File: src/design/olp_pkg.sv
// Package: constants and state encoding for the overload protection sequencer
package olp_pkg;

	// Clock rate
	localparam int unsigned CLK_HZ           = 100_000_000;
	localparam int unsigned CLK_PERIOD_NS    = 10;

	// Fixed overload blanking time, 20 ms
	localparam int unsigned FIXED_BLANK_MS   = 20;
	localparam int unsigned FIXED_BLANK_CYC  = FIXED_BLANK_MS * (CLK_HZ / 1000);

	// Soft start: 32 ms in 32 steps
	localparam int unsigned SOFT_START_MS    = 32;
	localparam int unsigned SOFT_START_STEPS = 32;
	localparam int unsigned SOFT_STEP_CYC    =
		(SOFT_START_MS * (CLK_HZ / 1000)) / SOFT_START_STEPS;

	// Defaults for counts the sequence leaves open
	localparam int unsigned EXT_CYCLES_DEF   = 4;
	localparam int unsigned RESTART_CYC_DEF  = 4;
	localparam int unsigned RECOVERY_US_DEF  = 2000;
	localparam int unsigned SETTLE_US_DEF    = 500;
	localparam int unsigned RECOVERY_CYC_DEF = RECOVERY_US_DEF * (CLK_HZ / 1_000_000);
	localparam int unsigned SETTLE_CYC_DEF   = SETTLE_US_DEF * (CLK_HZ / 1_000_000);

	// Width of the shared timer and the step counter
	localparam int unsigned TMR_W            = 24;
	localparam int unsigned STEP_W           = 6;

	// Sequencer states
	typedef enum logic [3:0] {
		ST_SOFT    = 4'h0,
		ST_RUN     = 4'h1,
		ST_FB_DIS  = 4'h2,
		ST_FB_CHG  = 4'h3,
		ST_FB_ZERO = 4'h4,
		ST_FB_WAIT = 4'h5,
		ST_IS_DIS  = 4'h6,
		ST_IS_CHG  = 4'h7,
		ST_SETTLE  = 4'h8,
		ST_HOLD    = 4'h9
	} olp_state_e;

endpackage : olp_pkg

File: src/design/sync2.sv
// Two flip-flop synchroniser for a group of comparator levels
`timescale 1ns/1ps
module sync2 #(
	parameter int unsigned W = 1
) (
	input  wire logic         clk_i,   // System clock
	input  wire logic         rst_n_i, // Active low reset
	input  wire logic [W-1:0] d_i,     // Asynchronous levels
	output logic      [W-1:0] q_o      // Synchronised levels
);

	logic [W-1:0] meta_q;
	logic [W-1:0] meta_d;
	logic [W-1:0] q_d;

	// Next values; the first stage feeds only the second
	always_comb
	begin
		meta_d = d_i;
		q_d    = meta_q;
	end

	// Both stages
	always_ff @(posedge clk_i or negedge rst_n_i)
	begin
		if (!rst_n_i)
		begin
			meta_q <= '0;
			q_o    <= '0;
		end
		else
		begin
			meta_q <= meta_d;
			q_o    <= q_d;
		end
	end

endmodule : sync2

File: src/design/overload_protection_sequencer.sv
// Overload/open-loop fault sequencer with restart delay and soft start
`timescale 1ns/1ps

// Behaviour
// - Feedback above high threshold for the full 20 ms starts extended blanking.
// - After fixed blanking, discharge feedback to low threshold, then release it.
// - Each recharge to high threshold counts one and discharges feedback again.
// - After the set cycles, pull feedback to zero; stop when it reaches high again.
// - During extended blanking, frequency uses only minimum and current-sense currents.
// - If feedback misses high within recovery window, clear counters and resume.
// - Protection stops both gates, stays active, restarts via soft start later.
// - At protection entry discharge sense cap, then charge it; one cycle per pair.
// - Sense node at high threshold: stop charging, discharge to low threshold.
// - After restart cycles: both switches off, hysteresis source on, settle blanking.
// - After settle blanking, soft start only if sense is above mains on-threshold.
// - Soft start is 32 ms in 32 steps; overload detection suppressed meanwhile.
module overload_protection_sequencer
	import olp_pkg::*;
#(
	parameter int unsigned EXT_CYCLES   = EXT_CYCLES_DEF,
	parameter int unsigned RESTART_CYC  = RESTART_CYC_DEF,
	parameter int unsigned RECOVERY_CYC = RECOVERY_CYC_DEF,
	parameter int unsigned SETTLE_CYC   = SETTLE_CYC_DEF,
	parameter int unsigned FIXED_CYC    = FIXED_BLANK_CYC,
	parameter int unsigned SS_STEP_CYC  = SOFT_STEP_CYC
) (
	input  wire logic                  clk_i,                   // 100 MHz clock
	input  wire logic                  rst_n_i,                 // Async reset, active low
	input  wire logic                  fb_above_high_i,         // Feedback above high threshold
	input  wire logic                  fb_below_low_i,          // Feedback below low threshold
	input  wire logic                  fb_at_zero_i,            // Feedback pulled to zero
	input  wire logic                  is_above_high_i,         // Sense node above high threshold
	input  wire logic                  is_below_low_i,          // Sense node below low threshold
	input  wire logic                  is_above_mains_on_i,     // Sense above mains on-threshold
	output logic                       gate_enable_o,           // Both gates may switch
	output logic                       fb_discharge_switch_o,   // Feedback discharge switch on
	output logic                       fb_current_ignore_o,     // Drop feedback charge share
	output logic                       restart_charge_source_o, // Sense cap charge source on
	output logic                       is_discharge_switch_o,   // Sense cap discharge switch on
	output logic                       hysteresis_source_o,     // Hysteresis current source on
	output logic                       soft_start_active_o,     // Soft start running
	output logic [olp_pkg::STEP_W-1:0] soft_start_step_o,       // Soft start frequency step
	output logic                       overload_protection_o    // Protection state entered
);

	import olp_pkg::*;

	localparam logic [TMR_W-1:0]  FIXED_LAST  = TMR_W'(FIXED_CYC - 1);
	localparam logic [TMR_W-1:0]  RECOV_LAST  = TMR_W'(RECOVERY_CYC - 1);
	localparam logic [TMR_W-1:0]  SETTLE_LAST = TMR_W'(SETTLE_CYC - 1);
	localparam logic [TMR_W-1:0]  SS_LAST     = TMR_W'(SS_STEP_CYC - 1);
	localparam logic [STEP_W-1:0] SS_STEPS    = STEP_W'(SOFT_START_STEPS);
	localparam logic [7:0]        EXT_LAST    = 8'(EXT_CYCLES);
	localparam logic [7:0]        RST_LAST    = 8'(RESTART_CYC);

	logic              rst_meta_q;
	logic              rst_sync_n;
	logic [5:0]        cmp_s;
	logic              fb_hi;
	logic              fb_lo;
	logic              fb_zero;
	logic              is_hi;
	logic              is_lo;
	logic              mains_ok;

	olp_state_e        state_q;
	olp_state_e        state_d;
	logic [TMR_W-1:0]  tmr_q;
	logic [TMR_W-1:0]  tmr_d;
	logic [7:0]        cnt_q;
	logic [7:0]        cnt_d;
	logic [STEP_W-1:0] step_q;
	logic [STEP_W-1:0] step_d;

	// Reset release through two flip-flops; assertion stays asynchronous
	always_ff @(posedge clk_i or negedge rst_n_i)
	begin
		if (!rst_n_i)
		begin
			rst_meta_q <= 1'b0;
			rst_sync_n <= 1'b0;
		end
		else
		begin
			rst_meta_q <= 1'b1;
			rst_sync_n <= rst_meta_q;
		end
	end

	// Comparators are analog, so all of them are synchronised first
	sync2 #(
		.W (6)
	) u_cmp_sync (
		.clk_i   (clk_i),
		.rst_n_i (rst_sync_n),
		.d_i     ({fb_above_high_i, fb_below_low_i, fb_at_zero_i,
		           is_above_high_i, is_below_low_i, is_above_mains_on_i}),
		.q_o     (cmp_s)
	);

	assign {fb_hi, fb_lo, fb_zero, is_hi, is_lo, mains_ok} = cmp_s;

	// Sequencer next state; one shared timer serves each timed phase
	always_comb
	begin
		state_d = state_q;
		tmr_d   = tmr_q + TMR_W'(1);
		cnt_d   = cnt_q;
		step_d  = step_q;
		unique case (state_q)
			ST_SOFT:
			begin
				// Feedback is not looked at here at all
				if (tmr_q == SS_LAST)
				begin
					tmr_d  = '0;
					step_d = step_q + STEP_W'(1);
					if (step_q == SS_STEPS - STEP_W'(1))
					begin
						state_d = ST_RUN;
						step_d  = '0;
					end
				end
			end
			ST_RUN:
			begin
				// Timer only runs while feedback stays high; a dip restarts it
				if (!fb_hi)
					tmr_d = '0;
				else if (tmr_q == FIXED_LAST)
				begin
					state_d = ST_FB_DIS;
					tmr_d   = '0;
					cnt_d   = '0;
				end
			end
			ST_FB_DIS:
			begin
				if (fb_lo)
					state_d = ST_FB_CHG;
			end
			ST_FB_CHG:
			begin
				if (fb_hi)
				begin
					cnt_d = cnt_q + 8'h01;
					if (cnt_q + 8'h01 >= EXT_LAST)
						state_d = ST_FB_ZERO;
					else
						state_d = ST_FB_DIS;
				end
			end
			ST_FB_ZERO:
			begin
				tmr_d = '0;
				if (fb_zero)
					state_d = ST_FB_WAIT;
			end
			ST_FB_WAIT:
			begin
				if (fb_hi)
				begin
					state_d = ST_IS_DIS;
					cnt_d   = '0;
				end
				else if (tmr_q == RECOV_LAST)
				begin
					state_d = ST_RUN;
					tmr_d   = '0;
					cnt_d   = '0;
				end
			end
			ST_IS_DIS:
			begin
				if (is_lo)
				begin
					if (cnt_q >= RST_LAST)
					begin
						state_d = ST_SETTLE;
						tmr_d   = '0;
					end
					else
						state_d = ST_IS_CHG;
				end
			end
			ST_IS_CHG:
			begin
				if (is_hi)
				begin
					state_d = ST_IS_DIS;
					cnt_d   = cnt_q + 8'h01;
				end
			end
			ST_SETTLE:
			begin
				if (tmr_q == SETTLE_LAST)
				begin
					tmr_d = '0;
					if (mains_ok)
					begin
						state_d = ST_SOFT;
						step_d  = '0;
					end
					else
						state_d = ST_HOLD;
				end
			end
			ST_HOLD:
			begin
				// Gates stay off until mains returns above the on-threshold
				tmr_d = '0;
				if (mains_ok)
				begin
					state_d = ST_SOFT;
					step_d  = '0;
				end
			end
			default:
			begin
				state_d = ST_SOFT;
				tmr_d   = '0;
			end
		endcase
	end

	// Sequencer registers
	always_ff @(posedge clk_i or negedge rst_sync_n)
	begin
		if (!rst_sync_n)
		begin
			state_q <= ST_SOFT;
			tmr_q   <= '0;
			cnt_q   <= '0;
			step_q  <= '0;
		end
		else
		begin
			state_q <= state_d;
			tmr_q   <= tmr_d;
			cnt_q   <= cnt_d;
			step_q  <= step_d;
		end
	end

	logic              gate_d;
	logic              fb_dis_d;
	logic              fb_ign_d;
	logic              chg_d;
	logic              is_dis_d;
	logic              hys_d;
	logic              ss_d;
	logic              olp_d;

	// Output decode from the next state, so outputs align with the state
	always_comb
	begin
		gate_d   = state_d inside {ST_SOFT, ST_RUN, ST_FB_DIS, ST_FB_CHG,
		                           ST_FB_ZERO, ST_FB_WAIT};
		fb_dis_d = state_d inside {ST_FB_DIS, ST_FB_ZERO};
		fb_ign_d = state_d inside {ST_FB_DIS, ST_FB_CHG,
		                           ST_FB_ZERO, ST_FB_WAIT};
		chg_d    = (state_d == ST_IS_CHG);
		is_dis_d = (state_d == ST_IS_DIS);
		// Hysteresis source is off only while the restart delay owns the pin
		hys_d    = !(state_d inside {ST_IS_DIS, ST_IS_CHG});
		ss_d     = (state_d == ST_SOFT);
		olp_d    = state_d inside {ST_IS_DIS, ST_IS_CHG, ST_SETTLE, ST_HOLD};
	end

	// Output registers
	always_ff @(posedge clk_i or negedge rst_sync_n)
	begin
		if (!rst_sync_n)
		begin
			gate_enable_o           <= 1'b0;
			fb_discharge_switch_o   <= 1'b0;
			fb_current_ignore_o     <= 1'b0;
			restart_charge_source_o <= 1'b0;
			is_discharge_switch_o   <= 1'b0;
			hysteresis_source_o     <= 1'b0;
			soft_start_active_o     <= 1'b0;
			soft_start_step_o       <= '0;
			overload_protection_o   <= 1'b0;
		end
		else
		begin
			gate_enable_o           <= gate_d;
			fb_discharge_switch_o   <= fb_dis_d;
			fb_current_ignore_o     <= fb_ign_d;
			restart_charge_source_o <= chg_d;
			is_discharge_switch_o   <= is_dis_d;
			hysteresis_source_o     <= hys_d;
			soft_start_active_o     <= ss_d;
			soft_start_step_o       <= step_d;
			overload_protection_o   <= olp_d;
		end
	end

endmodule : overload_protection_sequencer

File: config.mk
export PLATFORM = sky130hd
export DESIGN_NAME = overload_protection_sequencer
export DESIGN_NICKNAME = d
export VERILOG_FILES = /design/src/design/olp_pkg.sv /design/src/design/sync2.sv /design/src/design/overload_protection_sequencer.sv
export SDC_FILE = /design/constraint.sdc
export NUM_CORES = 1
export LEC_CHECK = 0
export BUFFER_PORTS_ARGS = -buffer_cell sky130_fd_sc_hd__buf_2
export CAP_MARGIN = 10
export CORE_UTILIZATION = 63
export DETAILED_ROUTE_END_ITERATION = 10
export GPL_TIMING_DRIVEN = 0
export PLACE_DENSITY = 0.83
export SYNTH_ARGS = -nofsm -noshare
export SYNTH_HDL_FRONTEND = slang
export SYNTH_SLANG_ARGS = --single-unit
File: constraint.sdc
create_clock -name clk_i -period 4.4 [get_ports clk_i]
set_input_delay 0.22 -clock clk_i [delete_from_list [all_inputs] [get_ports clk_i]]
set_output_delay 0.22 -clock clk_i [all_outputs]
set_load 0.05 [all_outputs]
# Word level (Yosys, flattened, before mapping)
# Index checks and enable logic that the tools add are counted.
totals:
  ff_bits: 64
  in_bits: 8
  output_inout_bits: 14
  elab_cells: 102
op_classes:
  n_addsub: 3
  order_cmp: 2
  eq_ne: 30
  muxes: 38
  n_reduce_logical: 13
ops:
  columns: ["operator", "n"]
  rows:
  - ["$mux 24", 8]
  - ["$pmux 24 s6", 1]
  - ["$mux 4", 15]
  - ["$mux 8", 6]
  - ["$pmux 4 s10", 1]
  - ["$eq 4x3->1 const B", 8]
  - ["$pmux 8 s4", 1]
  - ["$add 24x1->24 const B", 1]
  - ["$eq 24x16->1 const B", 1]
  - ["$eq 24x17->1 const B", 1]
  - ["$eq 24x18->1 const B", 1]
  - ["$eq 24x21->1 const B", 1]
  - ["$mux 6", 4]
  - ["$pmux 6 s3", 1]
  - ["$eq 4x2->1 const B", 4]
  - ["$eq 4x4->1 const B", 4]
  - ["$ge 8x3->1 const B", 2]
  - ["$reduce_bool 4->1", 3]
  - ["$add 8x1->8 const B", 1]
  - ["$eq 4x1->1 const B", 2]
  - ["$logic_not 4->1", 2]
  - ["$add 6x1->6 const B", 1]
  - ["$eq 6x5->1 const B", 1]
  - ["$ne 2x1->1 const B", 3]
  - ["other kinds (10)", 13]

# Logic depth before layout (Yosys ltp)
# Gate-level depths: netlist (run 1).
logic_depth:
  ltp_word: 8
  mapped_depth: 9
  depth_no_buf: 8

# Modules after synthesis
# From an unflattened synthesis (run 1), not the netlist that was laid out.
hier_totals:
  hier_cells: 336
  hier_area_um2: 3198.1
by_module_without_submodules:
  columns: ["mod", "instances", "cells_per_inst", "area_per_inst_um2", "seq_area_each_um2"]
  rows:
  - ["overload_protection_sequencer", 1, 324, 2897.8, 1301.2]
  - ["sync2", 1, 12, 300.3, 300.3]

# Worst setup path after synthesis (run 1)
# Ideal clock, no wire load.
synth_path:
  path_kind: "register to register"
  startpoint: "register soft_start_step_o[0] (netlist name)"
  endpoint: "register soft_start_active_o"
  setup_time_ns: 0.132
  arrival_time_ns: 2.322
  required_ns: 4.268
  setup_slack_ns: 1.946
  stages_incl_launch_ff: 8
  n_path_buf: 0
  path_cell_list: "dfrtp_1 -> ha_1 -> nand3_1 -> or3b_2 -> or4_1 -> o41a_1 -> o21ai_1 -> nor3_1"
synth_lines:
  columns: ["element", "line", "rtl"]
  rows:
  - ["end signal: assignment", "overload_protection_sequencer.sv:293", "soft_start_active_o <= ss_d;"]
  - ["end: declaration", "overload_protection_sequencer.sv:41", "output logic soft_start_active_o,"]

# Worst setup path in the final report (run 1)
layout_path:
  startpoint: "register tmr_q[0]"
  endpoint: "register tmr_q[2]"
layout_via:
  elab_chain_len: 4
  word_cells_on_any_way: 14
  cone_classes: "1 x add/sub; 4 x eq/ne; 9 x mux"
layout_rtl:
  columns: ["element", "line", "rtl"]
  rows:
  - ["start: declaration", "overload_protection_sequencer.sv:68", "logic [TMR_W-1:0] tmr_q;"]
  - ["start signal: assignment", "overload_protection_sequencer.sv:239", "tmr_q <= tmr_d;"]
  - ["$add 24x1->24 (tied with other cells)", "overload_protection_sequencer.sv:107", "tmr_d = tmr_q + TMR_W'(1);"]
  - ["$mux 24 (on tied branches)", "overload_protection_sequencer.sv:177, overload_protection_sequencer.sv:130, overload_protection_sequencer.sv:166", null]
  - ["$mux 24 (on tied branches)", "overload_protection_sequencer.sv:175, overload_protection_sequencer.sv:128, overload_protection_sequencer.sv:161", null]
  - ["$pmux 24 s6 *", "overload_protection_sequencer.sv:110", "unique case (state_q)"]
  - ["via tmr_d[2]", "overload_protection_sequencer.sv:69", "logic [TMR_W-1:0] tmr_d;"]
# Mark *: on every way through the listed nets, which the timed path passes. The rest lies on a longest branch.
# A chain may end at the register's enable or synchronous reset.

==> results.toml, run 1 <==
[status]
run_status = "completed"

[detailed_routing]
final_antenna_net_count = 0
drtPass1Iterations = 5
routed_via_density = 6.07
route.detailed.drc = 0
drt-wirelength-per-cell_um = 16.6
via_count = 2713
drt_wl_total_mm = 7.40
dr.first_iter.drc_count = 239

[yosys]
async_reset_ff_share_pct = 100
synth.area.mux_share_pct = 0
cell_area_after_technology_mapping_um2 = 3240
synthCells = 335
synthFlopType = "sky130_fd_sc_hd__dfrtp_1"
synth_edf_count = 0
synth.yosys.seq_area_share_pct = 49.5
synth_warnings = 0
netlist-cell-type-count = 52
synthAdderAreaFrac_pct = 1.55
synth-simple-area-share_pct = 29.0
synth-compound-area-share_pct = 11.2
synthesis.area_per_instance_um2 = 9.66
synth_xor_xnor_area_share_pct = 5.96
syn_nets = 347
largest_family_of_logic_cells_by_synthesized_area = "simple AND/OR/NAND/NOR gates"
ys_seq_elements = 64

[setup_path]
timing.setup.critical_path_class = "flop to flop"
path_buf_inv = 1
critical-path-max-stage-delay_ns = 0.86
setup.worst_path.start_class = "flop"
most_common_cell_type_on_the_critical_path = "sky130_fd_sc_hd__nor2_1"
cpLargestDelayFamily = "compound AO/OA/AOI/OAI gates"
critPathMaxFanout = 10
worst_ep_arrival_time_ns = 3.37
worst-endpoint-required_ns = 4.62
worstSetupEndpointType = "flop"
cpMaxStageDelayCell = "sky130_fd_sc_hd__a211oi_1"
crit_path_cell_trace = "ha_1 > and4_4 > nand3b_4 > nor4_4 > nor2_1 > o22a_1 > a211oi_1 > buf_2 > nor2_1"

[cells_and_area]
post_route_cells_drive_above_1_share_pct = 14.7
antenna_cells = 0
design.final.nets = 387
syn2layout_area_growth_pct = 14.2
area_of_the_multi_input_gates_um2 = 1550
regArea_um2 = 1600
layout.filler_cells = 340

[clocking]
clock_tree_from_tritoncts = "yes"
cts_repair_resize_count = 0
cts_made_buffers = 9
clock_tree.htree_level_count = 3
clk_latency_ns = 0.35
clock_sinks = 64
clockRootBuffer = "sky130_fd_sc_hd__clkbuf_8"
cts_post_setup_buffers_inserted = 0
cts-root-to-sink-buffers = 2
cts.clk_slew.worst_paths_ns = 0.09
postCtsHoldBufs = 7

[placed_design]
numPortBuffers = 21
gp_routability_congestion = 0.981
dp.final_hpwl_mm = 4.87

[timing]
final.min_clock_period_ns = 3.15
timing.final.hold_violations = 0
worst-slew-pin-transition_ns = 1.05
grt_setup_unrepaired = "false"
timing.setup.tns_ns = 0
slew_violations = 0
setup-violations-final = 0
timing.max_slew.rel_slack_pct = 29.7
max_clock_freq_mhz = 317
post-route-period-util_pct = 71.6
skew_ns = 0.0154

[global_route]
antenna_violations_before_repair = 0
global_route.overflow_total = 0
grt_busiest_layer = "met2"
grt_util_met3_pct = 5.76
vias_in_the_first_global_route = 2578
grtUsageMet2_pct = 49.1
grt_start_max_net_pins = 36
grt_pass1_wl_mm = 12.0
met1_usage_pct = 39.9
grtUsageTotal_pct = 30.5

[floorplan]
io_pins = 22
initial_utilization_pct = 67.2
die_area_um2 = 5430
die_width_um = 73.7
dieHeight_um = 73.7
core-area_um2 = 4820
num_rows = 25

[power]
power_density_normalized_to_cell_area_nw_per_um2 = 295
leakagePower_nw = 1.67
design_power_total_mw = 1.09
worst_case_vdd_ir_drop_mv = 0.258

[hold_path]
timing.hold.worst.class = "input port to async pin"

[job]
max_cap_violations = 0
## synth_stat cells, types with 4 or more instances
master | n | area, um2
sky130_fd_sc_hd__a21oi_1 | 12 | 60.1
sky130_fd_sc_hd__and2_1 | 5 | 31.3
sky130_fd_sc_hd__and3_1 | 7 | 43.8
sky130_fd_sc_hd__clkbuf_1 | 8 | 30.0
sky130_fd_sc_hd__dfrtp_1 | 64 | 1600
sky130_fd_sc_hd__ha_1 | 4 | 50.1
sky130_fd_sc_hd__inv_1 | 8 | 30.0
sky130_fd_sc_hd__nand2_1 | 33 | 124
sky130_fd_sc_hd__nand2b_1 | 11 | 68.8
sky130_fd_sc_hd__nand3_1 | 18 | 90.1
sky130_fd_sc_hd__nand4_1 | 7 | 43.8
sky130_fd_sc_hd__nor2_1 | 42 | 158
sky130_fd_sc_hd__nor2b_1 | 4 | 25.0
sky130_fd_sc_hd__nor3_1 | 10 | 50.1
sky130_fd_sc_hd__o21ai_0 | 8 | 40.0
sky130_fd_sc_hd__o21ai_1 | 10 | 50.1
sky130_fd_sc_hd__o22ai_1 | 4 | 25.0
sky130_fd_sc_hd__o31ai_1 | 8 | 60.1
sky130_fd_sc_hd__xnor2_1 | 8 | 70.1
sky130_fd_sc_hd__xor2_1 | 14 | 123
## cell families (layout without fill, tap and decap cells)
family,after synthesis,in the layout
AND/OR/NAND/NOR,168,168
flip-flops,64,64
AO/OA/AOI/OAI,56,56
XOR/XNOR,22,22
buffers and inverters,20,65
adder cells (fa/ha/maj),4,4
other,1,1
## stage by stage
stage | hold WS [ns] | util (%) | instances | setup slack (ns) | cell area, um2
2_1_floorplan | -0.0756 | - | 335 | 1.95 | 3240
6_report | 0.190 | 76.7 | 447 | 1.25 | 3690
4_1_cts | 0.170 | 76.7 | 447 | 1.39 | 3690
3_5_place_dp | 0.0153 | 71.5 | 424 | 1.43 | 3450
3_3_place_gp | 0.00445 | 71.1 | 423 | 1.45 | 3420
5_1_grt | 0.178 | 76.7 | 447 | 1.09 | 3690
## worst register-to-register path: cells and delay by family (launching register included)
kind | cells | cell delay, ns
compound gates | 2 | 1.07
fa+ha+maj | 1 | 0.23
flops | 1 | 0.41
simple gates | 5 | 0.94
buf+inv | 1 | 0.39
## state kept, by name, indices dropped and copies added, names as in the netlist
register	count
overload_protection_o	1
cnt_q	8
state_q	4
is_discharge_switch_o	1
soft_start_step_o	6
soft_start_active_o	1
rst_meta_q	1
restart_charge_source_o	1
gate_enable_o	1
u_cmp_sync.q_o	6
u_cmp_sync.meta_q	6
fb_discharge_switch_o	1
hysteresis_source_o	1
tmr_q	24
rst_sync_n	1
fb_current_ignore_o	1
## per-layer routing
metal | up-vias | routed length, um
li1 | 1268 | -
met1 | 1331 | 3180
met2 | 99 | 3720
met3 | 15 | 372
met4 | 0 | 131
met5 | - | 0
## power breakdown
part	leakage (nW)	internal [mW]	total [mW]	switching, mW
Combinational	0.744	0.00948	0.0201	0.0106
Sequential	0.836	0.594	0.602	0.00739
Clock	0.0866	0.210	0.466	0.257
## layout make-up
class	instances	area share [%]
Clock buffer	9	3.35
Clock inverter	7	1.49
Inverter	8	0.813
Tap cell	67	2.27
Sequential cell	64	43.4
Multi-Input combinational cell	251	41.9
Buffer	12	1.52
Timing Repair Buffer	29	5.28
## cell usage in the layout, fill, tap and decap left out, types with 4 or more instances in the layout
master                           n
sky130_fd_sc_hd__o21ai_1        10
sky130_fd_sc_hd__nand2b_1       11
sky130_fd_sc_hd__inv_1           8
sky130_fd_sc_hd__a21oi_1        12
sky130_fd_sc_hd__xnor2_1         8
sky130_fd_sc_hd__o22ai_1         4
sky130_fd_sc_hd__clkbuf_1        8
sky130_fd_sc_hd__and3_1          7
sky130_fd_sc_hd__dlygate4sd3_1   7
sky130_fd_sc_hd__dfrtp_1        63
sky130_fd_sc_hd__o21ai_0         8
sky130_fd_sc_hd__buf_2          24
sky130_fd_sc_hd__clkbuf_8        9
sky130_fd_sc_hd__nand3_1        18
sky130_fd_sc_hd__nand2_1        33
sky130_fd_sc_hd__ha_1            4
sky130_fd_sc_hd__nor2_1         42
sky130_fd_sc_hd__nor2b_1         4
sky130_fd_sc_hd__o31ai_1         8
sky130_fd_sc_hd__xor2_1         14
sky130_fd_sc_hd__nor3_1         10
sky130_fd_sc_hd__and2_1          5
sky130_fd_sc_hd__nand4_1         7
## worst paths after layout
path | startpoint | to | slack, ns | cells after the start
worst max register to register | tmr_q[0]$_DFF_PN0_ | tmr_q[2]$_DFF_PN0_ | 1.25 | 9
worst min register to register | rst_sync_n$_DFF_PN0_ | hysteresis_source_o$_DFF_PN0_ | 0.28 | 0
worst min-delay path | rst_n_i | rst_meta_q$_DFF_PN0_ | 0.19 | 2
min in group clk_i | u_cmp_sync.meta_q[0]$_DFF_PN0_ | u_cmp_sync.q_o[0]$_DFF_PN0_ | 0.35 | 0
worst max-delay path | tmr_q[0]$_DFF_PN0_ | tmr_q[2]$_DFF_PN0_ | 1.25 | 9
max in group asynchronous | rst_sync_n$_DFF_PN0_ | tmr_q[23]$_DFF_PN0_ | 3.50 | 1
No activity file was read; power rests on OpenSTA's default activity.
==> inputs of run 2 (changes only) <==
ABC_AREA = 1   (was not set)
CORE_UTILIZATION = 55   (was 63)
PLACE_DENSITY = 0.76   (was 0.83)
clock period = 2.75 ns   (was 4.4 ns; I/O delays follow)
==> run 2 against run 1 <==
  * Sequential share of layout area decreased by 5.2 points
  * Synthesized area increased by 15%
  * Clock power increased by 68%
  * Critical path type unchanged
  * Highest routed layer unchanged
  * Combinational power increased by 36%
  * Worst hold slack got worse by 0.081 ns
  * Design area increased by 14%
==> results.toml, run 2 <==
[power]
power_density_normalized_to_cell_area_nw_per_um2 = 423
worst_case_vdd_ir_drop_mv = 0.371
leakagePower_nw = 2.20

[timing]
timing.setup.tns_ns = 0
slew_violations = 0
grt_setup_unrepaired = "false"
max_clock_freq_mhz = 519
worst-slew-pin-transition_ns = 0.705
setup-violations-final = 0
timing.max_slew.rel_slack_pct = 53.0
final.min_clock_period_ns = 1.93
skew_ns = 0.00922
post-route-period-util_pct = 70.1
timing.final.hold_violations = 0

[detailed_routing]
routed_via_density = 5.14
route.detailed.drc = 0
drt_wl_total_mm = 7.43
final_antenna_net_count = 0
via_count = 3030
dr.first_iter.drc_count = 242
drt-wirelength-per-cell_um = 12.6
drtPass1Iterations = 5

[yosys]
yosys.area.top_type = "sky130_fd_sc_hd__dfrtp_1"
post-synth-top-count-cell = "sky130_fd_sc_hd__nand2_1"
synth_warnings = 0
synth.yosys.seq_area_share_pct = 43.1
netlist-cell-type-count = 44
syn_nets = 480
cell_area_after_technology_mapping_um2 = 3710
synthFlopType = "sky130_fd_sc_hd__dfrtp_1"
synthTopCellsByArea = "sky130_fd_sc_hd__dfrtp_1 (43%), sky130_fd_sc_hd__nand2_1 (10%), sky130_fd_sc_hd__inv_1 (6.8%)"
synth_edf_count = 0
async_reset_ff_share_pct = 100
synthCells = 468
synthesis.area_per_instance_um2 = 7.94
synthTopCellsByCount = "sky130_fd_sc_hd__nand2_1 (100), sky130_fd_sc_hd__inv_1 (67), sky130_fd_sc_hd__dfrtp_1 (64), sky130_fd_sc_hd__nor2_1 (47), sky130_fd_sc_hd__nand3_1 (43)"
ys_seq_elements = 64
synth_largest_type_area_fraction_pct = 43.1

[global_route]
grtUsageTotal_pct = 23.4
antenna_violations_before_repair = 0
vias_in_the_first_global_route = 2901
global_route.overflow_total = 0
grt_pass1_wl_mm = 12.9
grt_start_max_net_pins = 33

[setup_path]
critPathMaxFanout = 10
timing.reg2reg.worst_path_depth = 10
worst-endpoint-required_ns = 2.99
r2r_end = "tmr_q[2]$_DFF_PN0_"
timing.setup.critical_path_class = "flop to flop"
worst_ep_arrival_time_ns = 2.17
setup.worst_path.start_class = "flop"
worstSetupEndpointType = "flop"
ff2ff_setup_slack_ns = 0.82
regToRegStartpoint = "tmr_q[0]$_DFF_PN0_"

[floorplan]
io_pins = 22
core-area_um2 = 6420
initial_utilization_pct = 57.8
die_width_um = 84.2
die_area_um2 = 7090
num_rows = 29
dieHeight_um = 84.2

[hold_path]
timing.hold.worst.class = "input port to async pin"

[clocking]
clock_tree.htree_level_count = 3
clockRootBuffer = "sky130_fd_sc_hd__clkbuf_8"
clock_sinks = 64
cts_post_setup_buffers_inserted = 0
cts-root-to-sink-buffers = 2
cts.clk_slew.worst_paths_ns = 0.07
clock_tree_from_tritoncts = "yes"
cts_repair_resize_count = 0
cts_made_buffers = 9
clk_latency_ns = 0.34

[cells_and_area]
most_common_cell_after_layout_fill_and_taps_aside = "sky130_fd_sc_hd__nand2_1"
largest_registers = "tmr_q (24), cnt_q (8)"
regMostFlops = "tmr_q"
area_of_the_multi_input_gates_um2 = 1750
antenna_cells = 0
post_route_cells_drive_above_1_share_pct = 19.9
syn2layout_area_growth_pct = 13.1
final_core_utilization_pct = 65.4
design.final.nets = 520
most-common-layout-cells = "sky130_fd_sc_hd__nand2_1 (100), sky130_fd_sc_hd__inv_1 (67), sky130_fd_sc_hd__dfrtp_1 (63), sky130_fd_sc_hd__nor2_1 (47), sky130_fd_sc_hd__nand3_1 (43)"
regArea_um2 = 1600
layout.filler_cells = 526
largest_register_ffs = 24

[placed_design]
dp.final_hpwl_mm = 5.47
numPortBuffers = 21
gp_routability_congestion = 0.915

[job]
max_cap_violations = 0

[status]
run_status = "completed"
## run 2: repair_timing
item | CTS | global route
hold buffers | 7 | 0
setup endpoints to repair | 0 | 0
endpoints found under the hold margin | 8 | 0
## run 2: worst max path at each step
stage / start / endpoint / slack [ns] / cells past startpoint
2_1_floorplan: rst_sync_n$_DFF_PN0_ / cnt_q[0]$_DFFE_PN0P_ / 0.84 / 0
3_3_place_gp: rst_sync_n$_DFF_PN0_ / cnt_q[5]$_DFFE_PN0P_ / 0.19 / 0
3_5_place_dp: tmr_q[0]$_DFF_PN0_ / tmr_q[8]$_DFF_PN0_ / 0.82 / 10
4_1_cts: tmr_q[0]$_DFF_PN0_ / tmr_q[2]$_DFF_PN0_ / 0.80 / 10
5_1_grt: cnt_q[0]$_DFFE_PN0P_ / is_discharge_switch_o$_DFF_PN0_ / 0.62 / 13
6_report: tmr_q[0]$_DFF_PN0_ / tmr_q[2]$_DFF_PN0_ / 0.82 / 10
## run 2: cell families (layout without fill, tap and decap cells)
logic type      after synthesis  count (layout)  share of synthesized area (%)
simple gates                259             259                           35.4
flops                        64              64                           43.1
compound gates               34              34                           6.03
fa+ha+maj                     4               4                           1.35
xor+xnor                     18              18                           4.24
buf+inv                      88             133                           9.77
other cells                   1               1                          0.101
## run 2: cell type report
type | count | share of cell area (%)
sequential | 64 | 38.1
inverter | 79 | 7.06
timing repair buffer | 29 | 4.65
tap | 77 | 2.29
clock inverter | 7 | 1.67
buffer | 9 | 1.58
multi-input combinational | 316 | 41.7
clock buffer | 9 | 2.95
## run 2: layer usage
layer	GRT usage, %	up-vias	wire, um
met1	31.6	1406	3480
met2	37.7	58	3530
li1	-	1554	-
met4	10.5	0	135
met3	3.74	12	283
met5	0	-	0
## run 2: worst max-delay path: stages (launching register included)
cell	delay [ns]
sky130_fd_sc_hd__dfrtp_1	0.37
sky130_fd_sc_hd__ha_1	0.17
sky130_fd_sc_hd__nand2_1	0.06
sky130_fd_sc_hd__inv_2	0.08
sky130_fd_sc_hd__nand2_1	0.14
sky130_fd_sc_hd__nor2_1	0.19
sky130_fd_sc_hd__nand3_2	0.11
sky130_fd_sc_hd__a21oi_2	0.18
sky130_fd_sc_hd__o2111ai_4	0.18
sky130_fd_sc_hd__buf_6	0.20
sky130_fd_sc_hd__and2_4	0.13
## run 2: power by group
group	switching (mW)	total, mW	internal (mW)
sequential	0.0139	0.965	0.951
clock	0.367	0.784	0.418
combinational	0.0134	0.0273	0.0139
## run 2: through the flow
stage	instance area [um2]	instances	setup WS, ns	hold slack [ns]	power [mW]
2_1_floorplan	3710	468	0.836	-0.158	0.988
3_3_place_gp	3920	566	0.186	-0.0781	1.00
3_5_place_dp	3940	567	0.821	-0.0757	1.00
4_1_cts	4200	590	0.801	0.0876	1.80
5_1_grt	4200	590	0.620	0.0981	1.84
6_report	4200	590	0.823	0.108	1.78
==> inputs of run 3 (changes only) <==
CORE_UTILIZATION = 61   (was 55)
PLACE_DENSITY = 0.8   (was 0.76)
clock period = 1.8 ns   (was 2.75 ns; I/O delays follow)
==> run 3 against run 2 <==
  * The run now ends with setup timing left
  * Count of clock-buffer cells in the layout rose by 2
  * Maximum frequency rose by 2.6%
  * Sequential share of layout area fell by 4.2 points
  * Die area fell by 9.6%
  * Design area rose by 13%
  * First-iteration DRC count rose by 11%
  * Combinational power rose by 74%
  * Largest cell class unchanged
  * Utilization rose by 15 points
==> results.toml, run 3 (synthesis gave the netlist of run 2 again) <==
[setup_path]
timing.reg2reg.worst_path_depth = 9
crit_path_start = "tmr_q[12]$_DFF_PN0_"
worst_ep_arrival_time_ns = 2.10
r2r_end = "tmr_q[17]$_DFF_PN0_"
timing.setup.critical_path_class = "flop to flop"
worst-endpoint-required_ns = 2.03
critPathMaxFanout = 10
setup.worst_path.start_class = "flop"
ff2ff_setup_slack_ns = -0.08
worstSetupEndpointType = "flop"
timing.critical_path.to = "tmr_q[17]$_DFF_PN0_"
regToRegStartpoint = "tmr_q[12]$_DFF_PN0_"

[cells_and_area]
most_common_cell_after_layout_fill_and_taps_aside = "sky130_fd_sc_hd__nand2_1"
final_core_utilization_pct = 80.7
most-common-layout-cells = "sky130_fd_sc_hd__nand2_1 (86), sky130_fd_sc_hd__dfrtp_1 (57), sky130_fd_sc_hd__inv_1 (55), sky130_fd_sc_hd__nor2_1 (35), sky130_fd_sc_hd__nand3_1 (34)"
largest_registers = "tmr_q (24), cnt_q (8)"
regMostFlops = "tmr_q"
syn2layout_area_growth_pct = 27.9
post_route_cells_drive_above_1_share_pct = 35.4
finish.instance_area_um2 = 4750
finalNonFillerCells = 611
largest_register_ffs = 24
antenna_cells = 0
design.final.nets = 543

[global_route]
antenna_violations_before_repair = 0
global_route.overflow_total = 0
grt_start_max_net_pins = 43
grtUsageTotal_pct = 28.5
vias_in_the_first_global_route = 3064
grt_pass1_wl_mm = 13.7

[timing]
timing.setup.tns_ns = -1.33
timing.final.hold_violations = 0
final.min_clock_period_ns = 1.88
skew_ns = 0.00977
max_clock_freq_mhz = 532
post-route-period-util_pct = 104
grt_setup_unrepaired = "true"
smallest_hold_slack_ns = 0.0528
setup-violations-final = 36
setup_slack_of_the_critical_path_after_layout_ns = -0.0782
slew_violations = 0

[placed_design]
placement.cell_area_um2 = 3940
dp.final_hpwl_mm = 5.70
detailedPlace.worstSlack_ns = -0.171
numPortBuffers = 21
dp.cells = 565
gp_routability_congestion = 0.925

[power]
worst_case_vdd_ir_drop_mv = 0.791
net-switching-power_mw = 0.597
clock_power_share_pct = 49.9
p_sw_share_pct = 19.7
seqPwrFrac_pct = 48.5
design_power_total_mw = 3.03
combinationalPowerShare_pct = 1.6
power_density_normalized_to_cell_area_nw_per_um2 = 638
leakagePower_nw = 2.41
internal-power_mw = 2.43

[hold_path]
timing.hold.worst.class = "input port to async pin"

[floorplan]
dieHeight_um = 80.0
initial_utilization_pct = 63.1
io_pins = 22
die_width_um = 80.0
die_area_um2 = 6410
core-area_um2 = 5890
num_rows = 28

[clocking]
clockRootBuffer = "sky130_fd_sc_hd__clkbuf_8"
cts.clk_slew.worst_paths_ns = 0.07
clock_sinks = 64
clock_tree.htree_level_count = 3
clk_latency_ns = 0.34
cts-root-to-sink-buffers = 2
cts_made_buffers = 9
clock_tree_from_tritoncts = "yes"

[detailed_routing]
route.detailed.drc = 0
drtPass1Iterations = 6
final_antenna_net_count = 0
routed_via_density = 5.45
dr.first_iter.drc_count = 269
drt-wirelength-per-cell_um = 14.4
via_count = 3333
drt_wl_total_mm = 8.78

[status]
violations = "setup timing"
run_status = "complete, but fails checks"

[job]
max_cap_violations = 0
run 3: changes by cell type in the layout (fill, tap and decap cells not counted), sizes merged:
cell      change
clkinvlp      -1
clkinv        -3
buf          +21
clkbuf        +4
bufinv        +2
run 3: what timing repair did:
action,CTS,global route
pin swaps,8,22
hold buffers,7,0
endpoints found under the hold margin,8,0
endpoints found under the setup margin,45,46
gates resized for setup,24,73
cloned,1,1
setup buffers,13,9
run 3: how the worst min path moves through the flow:
stage	depth (start not counted)	to
global route	2	rst_sync_n$_DFF_PN0_
finish	2	rst_meta_q$_DFF_PN0_
global placement	1	rst_meta_q$_DFF_PN0_
CTS	2	rst_sync_n$_DFF_PN0_
detailed placement	1	rst_meta_q$_DFF_PN0_
floorplan	0	rst_meta_q$_DFF_PN0_
run 3: metal layers:
layer	global-route usage, %	vias to the layer above	wire, um
li1	-	1607	-
met1	36.4	1577	3830
met2	46.3	118	4240
met3	4.46	31	452
met4	15.0	0	263
met5	0	-	0
run 3: cell type report:
class / instances / area [um2]
tap: 75 / 93.8
timing repair buffer: 53 / 415
multi-input combinational: 316 / 2010
clock inverter: 5 / 104
buffer: 8 / 73.8
fill: 375 / 1140
sequential: 64 / 1610
inverter: 79 / 302
clock buffer: 11 / 141
run 3: worst max-delay path: stages, from the launching register on:
cell and delay, ns:
sky130_fd_sc_hd__dfrtp_1 0.45, sky130_fd_sc_hd__nor2_2 0.18, sky130_fd_sc_hd__nand4_1 0.14, sky130_fd_sc_hd__nor2_1 0.24, sky130_fd_sc_hd__nand3_4 0.13, sky130_fd_sc_hd__nand2_4 0.09
sky130_fd_sc_hd__o2111ai_4 0.21, sky130_fd_sc_hd__buf_6 0.21, sky130_fd_sc_hd__nand2_1 0.07, sky130_fd_sc_hd__inv_1 0.04
run 3: power groups by stage:
stage	combinational (mW)	sequential, mW	clock, mW
5_1_grt	0.0533	1.47	1.59
3_5_place_dp	0.0357	1.50	0
4_1_cts	0.0476	1.47	1.53
6_report	0.0474	1.47	1.51
3_3_place_gp	0.0125	1.51	0
2_1_floorplan	0.00455	1.51	0
